[src/design/dci_pkg.sv]
// Purpose: constants for the converter control block
// Assumes: byte-wide special-function-register bus, core clock domain
// Notes:   control register address is a free choice of this design
package dci_pkg;

  // ------------------------------------------------------------
  // register addresses
  // ------------------------------------------------------------
  localparam logic [7:0] DCI_ADDR_DATA_LOW  = 8'hfb;
  localparam logic [7:0] DCI_ADDR_DATA_HIGH = 8'hfc;
  localparam logic [7:0] DCI_ADDR_CONTROL   = 8'hfd;

  // ------------------------------------------------------------
  // reset values
  // ------------------------------------------------------------
  localparam logic [7:0] DCI_DATA_RESET     = 8'h00;
  localparam logic [4:0] DCI_CONTROL_RESET  = 5'h00;

  // ------------------------------------------------------------
  // control field positions
  // ------------------------------------------------------------
  localparam int DCI_BIT_ENABLE     = 0;
  localparam int DCI_BIT_CLEAR_N    = 1;
  localparam int DCI_BIT_RANGE      = 2;
  localparam int DCI_BIT_EIGHT_BIT  = 3;
  localparam int DCI_BIT_PIN_SELECT = 4;
  localparam int DCI_CONTROL_WIDTH  = 5;

  // ------------------------------------------------------------
  // code layout
  // ------------------------------------------------------------
  localparam int DCI_CODE_WIDTH     = 12;
  localparam int DCI_HIGH_NIBBLE    = 4;

endpackage

[src/design/dci_code_format.sv]
// Purpose: turns the two data bytes into a converter code
// Assumes: purely combinational, read by the main module's registers
// Notes:   eight-bit mode ignores the high byte completely
`timescale 1ns/100ps
module dci_code_format
  import dci_pkg::*;
(
  // data bytes
  input  wire logic [7:0]                data_low,
  input  wire logic [7:0]                data_high,
  // mode
  input  wire logic                      eight_bit_mode,
  // result
  output logic      [DCI_CODE_WIDTH-1:0] code
);

  always_comb begin
    if (eight_bit_mode) begin
      code = {data_low, 4'h0};
    end else begin
      code = {data_high[DCI_HIGH_NIBBLE-1:0], data_low};
    end
  end

endmodule

[src/design/dci_control.sv]
// Purpose: control and data registers of the 12-bit voltage-output converter
// Assumes: core writes with a one-cycle strobe; reads are combinational
// Notes:   analog string, buffer and pin routing live outside this logic
`timescale 1ns/100ps

module dci_control
  import dci_pkg::*;
(
  // clock and reset
  input  wire logic                      ref_clk,
  input  wire logic                      rst,
  // special-function-register bus
  input  wire logic [7:0]                sfr_addr,
  input  wire logic                      sfr_wr,
  input  wire logic [7:0]                sfr_wdata,
  input  wire logic                      sfr_rd,
  output logic      [7:0]                sfr_rdata,
  output logic                           sfr_hit,
  // converter side
  output logic      [DCI_CODE_WIDTH-1:0] converter_code,
  output logic                           converter_enable,
  output logic                           output_hiz,
  output logic                           output_range_select,
  output logic                           output_pin_select,
  output logic                           code_update
);

  // ------------------------------------------------------------
  // state
  // ------------------------------------------------------------
  typedef struct packed {
    logic [7:0]                   data_low;
    logic [7:0]                   data_high;
    logic [DCI_CONTROL_WIDTH-1:0] control;
    logic [DCI_CODE_WIDTH-1:0]    code;
    logic                         update;
  } dci_state_s;

  dci_state_s state_q;
  dci_state_s state_d;

  logic [DCI_CODE_WIDTH-1:0] next_code;
  logic [7:0]                low_next;
  logic [7:0]                high_next;
  logic [DCI_CONTROL_WIDTH-1:0] ctrl_next;
  logic                      wr_low;
  logic                      wr_high;
  logic                      wr_ctrl;

  assign wr_low  = sfr_wr && (sfr_addr == DCI_ADDR_DATA_LOW);
  assign wr_high = sfr_wr && (sfr_addr == DCI_ADDR_DATA_HIGH);
  assign wr_ctrl = sfr_wr && (sfr_addr == DCI_ADDR_CONTROL);

  // byte values the formatter sees after this cycle's write
  assign low_next  = wr_low  ? sfr_wdata : state_q.data_low;
  assign high_next = wr_high ? sfr_wdata : state_q.data_high;
  // mode taken from the control value of this cycle, without a loop through state_d
  assign ctrl_next = wr_ctrl ? sfr_wdata[DCI_CONTROL_WIDTH-1:0] : state_q.control;

  // ------------------------------------------------------------
  // code formatting
  // ------------------------------------------------------------
  dci_code_format u_format (
    .data_low       (low_next),
    .data_high      (high_next),
    .eight_bit_mode (ctrl_next[DCI_BIT_EIGHT_BIT]),
    .code           (next_code)
  );

  // ------------------------------------------------------------
  // next state
  // ------------------------------------------------------------
  always_comb begin
    state_d        = state_q;
    state_d.update = 1'b0;
    if (wr_ctrl) begin
      state_d.control = ctrl_next;
    end
    if (wr_high) begin
      state_d.data_high = sfr_wdata;
    end
    if (wr_low) begin
      state_d.data_low = sfr_wdata;
      state_d.code     = next_code;
      state_d.update   = 1'b1;
    end
    // clear held while bit is zero; wins over a data write
    if (!state_d.control[DCI_BIT_CLEAR_N]) begin
      state_d.data_low  = DCI_DATA_RESET;
      state_d.data_high = DCI_DATA_RESET;
    end
  end

  always_ff @(posedge ref_clk) begin
    if (rst) begin
      state_q.data_low  <= DCI_DATA_RESET;
      state_q.data_high <= DCI_DATA_RESET;
      state_q.control   <= DCI_CONTROL_RESET;
      state_q.code      <= '0;
      state_q.update    <= 1'b0;
    end else begin
      state_q <= state_d;
    end
  end

  // ------------------------------------------------------------
  // read side
  // ------------------------------------------------------------
  always_comb begin
    sfr_hit   = 1'b1;
    sfr_rdata = 8'h00;
    if (sfr_rd) begin
      unique case (sfr_addr)
        DCI_ADDR_DATA_LOW:  sfr_rdata = state_q.data_low;
        DCI_ADDR_DATA_HIGH: sfr_rdata = state_q.data_high;
        DCI_ADDR_CONTROL:   sfr_rdata = {3'h0, state_q.control};
        default:            sfr_hit   = 1'b0;
      endcase
    end else begin
      sfr_hit = 1'b0;
    end
  end

  // ------------------------------------------------------------
  // converter outputs
  // ------------------------------------------------------------
  // the analog cell holds its code; the clear empties only the byte registers
  assign converter_code      = state_q.code;
  assign converter_enable    = state_q.control[DCI_BIT_ENABLE];
  assign output_hiz          = ~state_q.control[DCI_BIT_ENABLE];
  assign output_range_select = state_q.control[DCI_BIT_RANGE];
  assign output_pin_select   = state_q.control[DCI_BIT_PIN_SELECT];
  assign code_update         = state_q.update;

endmodule

[config.mk]
export PLATFORM = sky130hd
export DESIGN_NAME = dci_control
export DESIGN_NICKNAME = d
export VERILOG_FILES = /design/src/design/dci_pkg.sv /design/src/design/dci_code_format.sv /design/src/design/dci_control.sv
export SDC_FILE = /design/constraint.sdc
export NUM_CORES = 1
export LEC_CHECK = 0
export BUFFER_PORTS_ARGS = -buffer_cell sky130_fd_sc_hd__clkbuf_2
export CAP_MARGIN = 10
export CELL_PAD_IN_SITES_DETAIL_PLACEMENT = 1
export CELL_PAD_IN_SITES_GLOBAL_PLACEMENT = 2
export CORE_MARGIN = 2
export CORE_UTILIZATION = 34
export DETAILED_ROUTE_END_ITERATION = 8
export GPL_TIMING_DRIVEN = 0
export PLACE_DENSITY = 0.78
export SLEW_MARGIN = 20
export SYNTH_ARGS = -nofsm -noshare
export SYNTH_HDL_FRONTEND = slang
export SYNTH_HIERARCHICAL = 1
export SYNTH_SLANG_ARGS = --single-unit
[constraint.sdc]
create_clock -name ref_clk -period 2.32 [get_ports ref_clk]
set_clock_uncertainty 0.15 [all_clocks]
set_input_delay 0.116 -clock ref_clk [delete_from_list [all_inputs] [get_ports ref_clk]]
set_output_delay 0.116 -clock ref_clk [all_outputs]
set_load 0.05 [all_outputs]
==> impl_summary.txt <==
----------------------------------------------------
[Die]
  Overall die area ... 7596 um^2
  Die Y-Extent ... 87.16 um
  Overall die width ... 87.16 um
  Placement row count ... 30
  I/O pin cnt ... 46
  Starting Density ... 34.80%
  CORE AREA ... 6756 um^2

[Power and ir drop]
  Switching power as a share of total power ... 27.54%
  Sum of internal, switching and leakage power ... 1.202 mW
  Reg power frac ... 48.5%
  Worst IR Drop VDD ... 0.2054 mV
  Static leakage power ... 1.103 nW
  Proportion of power drawn by combinational gates ... 12.7%
  Pwr Density ... 421.3 nW/um^2
  Switching Power ... 0.3310 mW
  Internal power ... 0.8710 mW
  Clock share of power ... 38.8%

[Outcome]
  Outcome ... finished clean

[Clock tree]
  Cell at the root of the clock tree ... sky130_fd_sc_hd__clkbuf_8
  TritonCTS clock tree ... yes
  # resized after CTS ... 0
  Clk sinks ... 34
  Clock Latency Late Sink ... 0.29 ns
  Clock edge transition at the registers on the reported setup and hold paths ... 0.08 ns
  CTS buffer count ... 5
  Bufs on Longest Clock Path ... 2
  Level count of the clock H-tree ... 2

[GRT]
  Global-route wire length before repair ... 12230 um
  Antenna violations before repair ... 0
  Total gr overflow ... 0
  All-Layer GR Usage ... 20.98%
  Pin count of the biggest net entering global routing ... 11
  Via count of the first global-routing pass ... 2261

[Final layout]
  Area growth from synthesis to layout ... 21.34%
  Final standard cell utilization of the core ... 42.22%
  Number of cells in the finished layout apart from fillers ... 392
  Final net count ... 331
  Proportion of layout cells with a drive suffix above 1 ... 39.42%
  # diodes ... 0

[Worst setup path]
  Crit start category ... input port
  Slowest-stage cell, CP ... sky130_fd_sc_hd__o31ai_1
  Data required time at the worst endpoint ... 2.33 ns
  Critical path fanouts, max ... 10
  Largest delay share family, worst path ... buffers and inverters
  Longest individual stage delay on the worst path ... 0.36 ns
  Crit-path cells ... clkbuf_2, nand3_4, clkbuf_1, o31ai_1, nand2_1, buf_6, mux2_4, nand4_1, a21oi_1
  Count of buffering cells on the critical path with inverters included ... 3
  Arrival time at the worst endpoint ... 1.89 ns
  Crit Path Class ... input port to register
  Worst R2R Setup Slack ... 0.76 ns
  Crit path capture type ... register

[Timing]
  Number of pins exceeding their max-slew limit in the final report ... 0
  Unrepaired setup endpoints after global routing ... false
  Max-slew headroom at the worst pin ... 66.12%
  Final setup violation count ... 0
  Worst setup slack after layout ... 0.4375 ns
  Setup TNS ... 0 ns
  Fin. Hold Viols ... 0
  Final Critical Period ... 1.882 ns
  Tightest Pin Transition ... 0.5082 ns
  Final period util ... 81.14%
  Achievable frequency ... 531.2 MHz

[Drt]
  Router iterations before antenna repair ... 4
  Number of nets still failing antenna checks after routing ... 0
  Per-cell routed wire length ... 19.45 um
  Violation count after the first detailed-route iteration ... 108
  Drt via density ... 5.717
  Total vias in the final route ... 2241
  Total routed wirelength ... 7625 um
  Residual DRC count ... 0

[Synth]
  Net count after synthesis ... 273
  Synth warnings ... 6
  Post-synthesis cell area ... 2351 um^2
  Synthesized instance count ... 253
  Mean cell area of the mapped netlist ... 9.293 um^2

[Placement]
  Final weighted congestion in routability-driven placement ... 0.7911
  Post-placement setup slack ... 0.1659 ns
  DPL Wire Length ... 5718 um
  Total placed cells including tap cells ... 376
  # port buffers ... 43

[Flow run]
  Max Cap Viol ... 0

[Min path]
  Type of the most critical hold path ... input port to register

----------------------------------------------------
[power by group through the flow]
stage,combinational (mW),sequential [mW],clock [mW]
6_report,0.153,0.583,0.466
5_1_grt,0.164,0.583,0.513
4_1_cts,0.152,0.583,0.484
3_5_place_dp,0.142,0.597,0
3_3_place_gp,0.142,0.597,0
2_1_floorplan,0.0828,0.597,0
[what timing repair did]
item                                    CTS  global route
hold buffers                              8             0
endpoints found under the setup margin    0             0
buffers inserted                          0             0
endpoints found under the hold margin    11             0
[state kept, by name, indices dropped and copies added (netlist names)]
name                 cells
converter_code          12
state_q                 18
converter_enable         1
code_update              1
output_range_select      1
output_pin_select        1
[stage by stage]
stage                     area [um^2]  hold slack [ns]
final                            2853          0.03234
after global routing             2853          0.04052
after CTS                        2853          0.01945
after detailed placement         2681           0.2444
after global placement           2681           0.2414
after floorplan                  2366           0.1148
[layer usage]
| layer | global-route usage [%] | routed length [um] |
|---|---|---|
| met1 | 31.68 | 3939 |
| met2 | 31.44 | 3335 |
| met3 | 2.844 | 264 |
| met4 | 4.895 | 87 |
| met5 | 0 | 0 |
[cell type report]
type / count / area (um^2)
fillers: 824 / 3904
plain buffers: 44 / 322.8
flip-flops and latches: 34 / 680.7
multi-input cells: 171 / 1348
inverters: 4 / 15.01
clock buffers: 7 / 86.33
clock inverters: 1 / 5.005
repair buffers: 51 / 295.3
well taps: 80 / 100.1
[final timing paths]
check | start | end | cells past startpoint
worst min register to register | converter_code[3] | converter_code[3] | 2
worst min-delay path | sfr_wdata[0] | state_q[18] | 3
worst max-delay path | sfr_addr[7] | converter_code[6] | 9
worst max register to register | state_q[16] | converter_code[6] | 6
[tightest hold or removal path, stage by stage]
cell and delay (ns):
sky130_fd_sc_hd__clkbuf_2 0.13, sky130_fd_sc_hd__nand4_1 0.10, sky130_fd_sc_hd__a22oi_1 0.08
[cell usage in the layout (no fill, tap or decap), types with 10 or more instances in the layout]
cell	instances
sky130_fd_sc_hd__clkbuf_2	43
sky130_fd_sc_hd__dfxtp_1	34
sky130_fd_sc_hd__nand4_1	32
sky130_fd_sc_hd__o41ai_1	21
sky130_fd_sc_hd__buf_4	17
sky130_fd_sc_hd__nand3_1	17
sky130_fd_sc_hd__nand2_1	16
sky130_fd_sc_hd__a21oi_1	16
sky130_fd_sc_hd__a22oi_1	15
sky130_fd_sc_hd__buf_6	10
No activity file was read; power rests on OpenSTA's default activity.
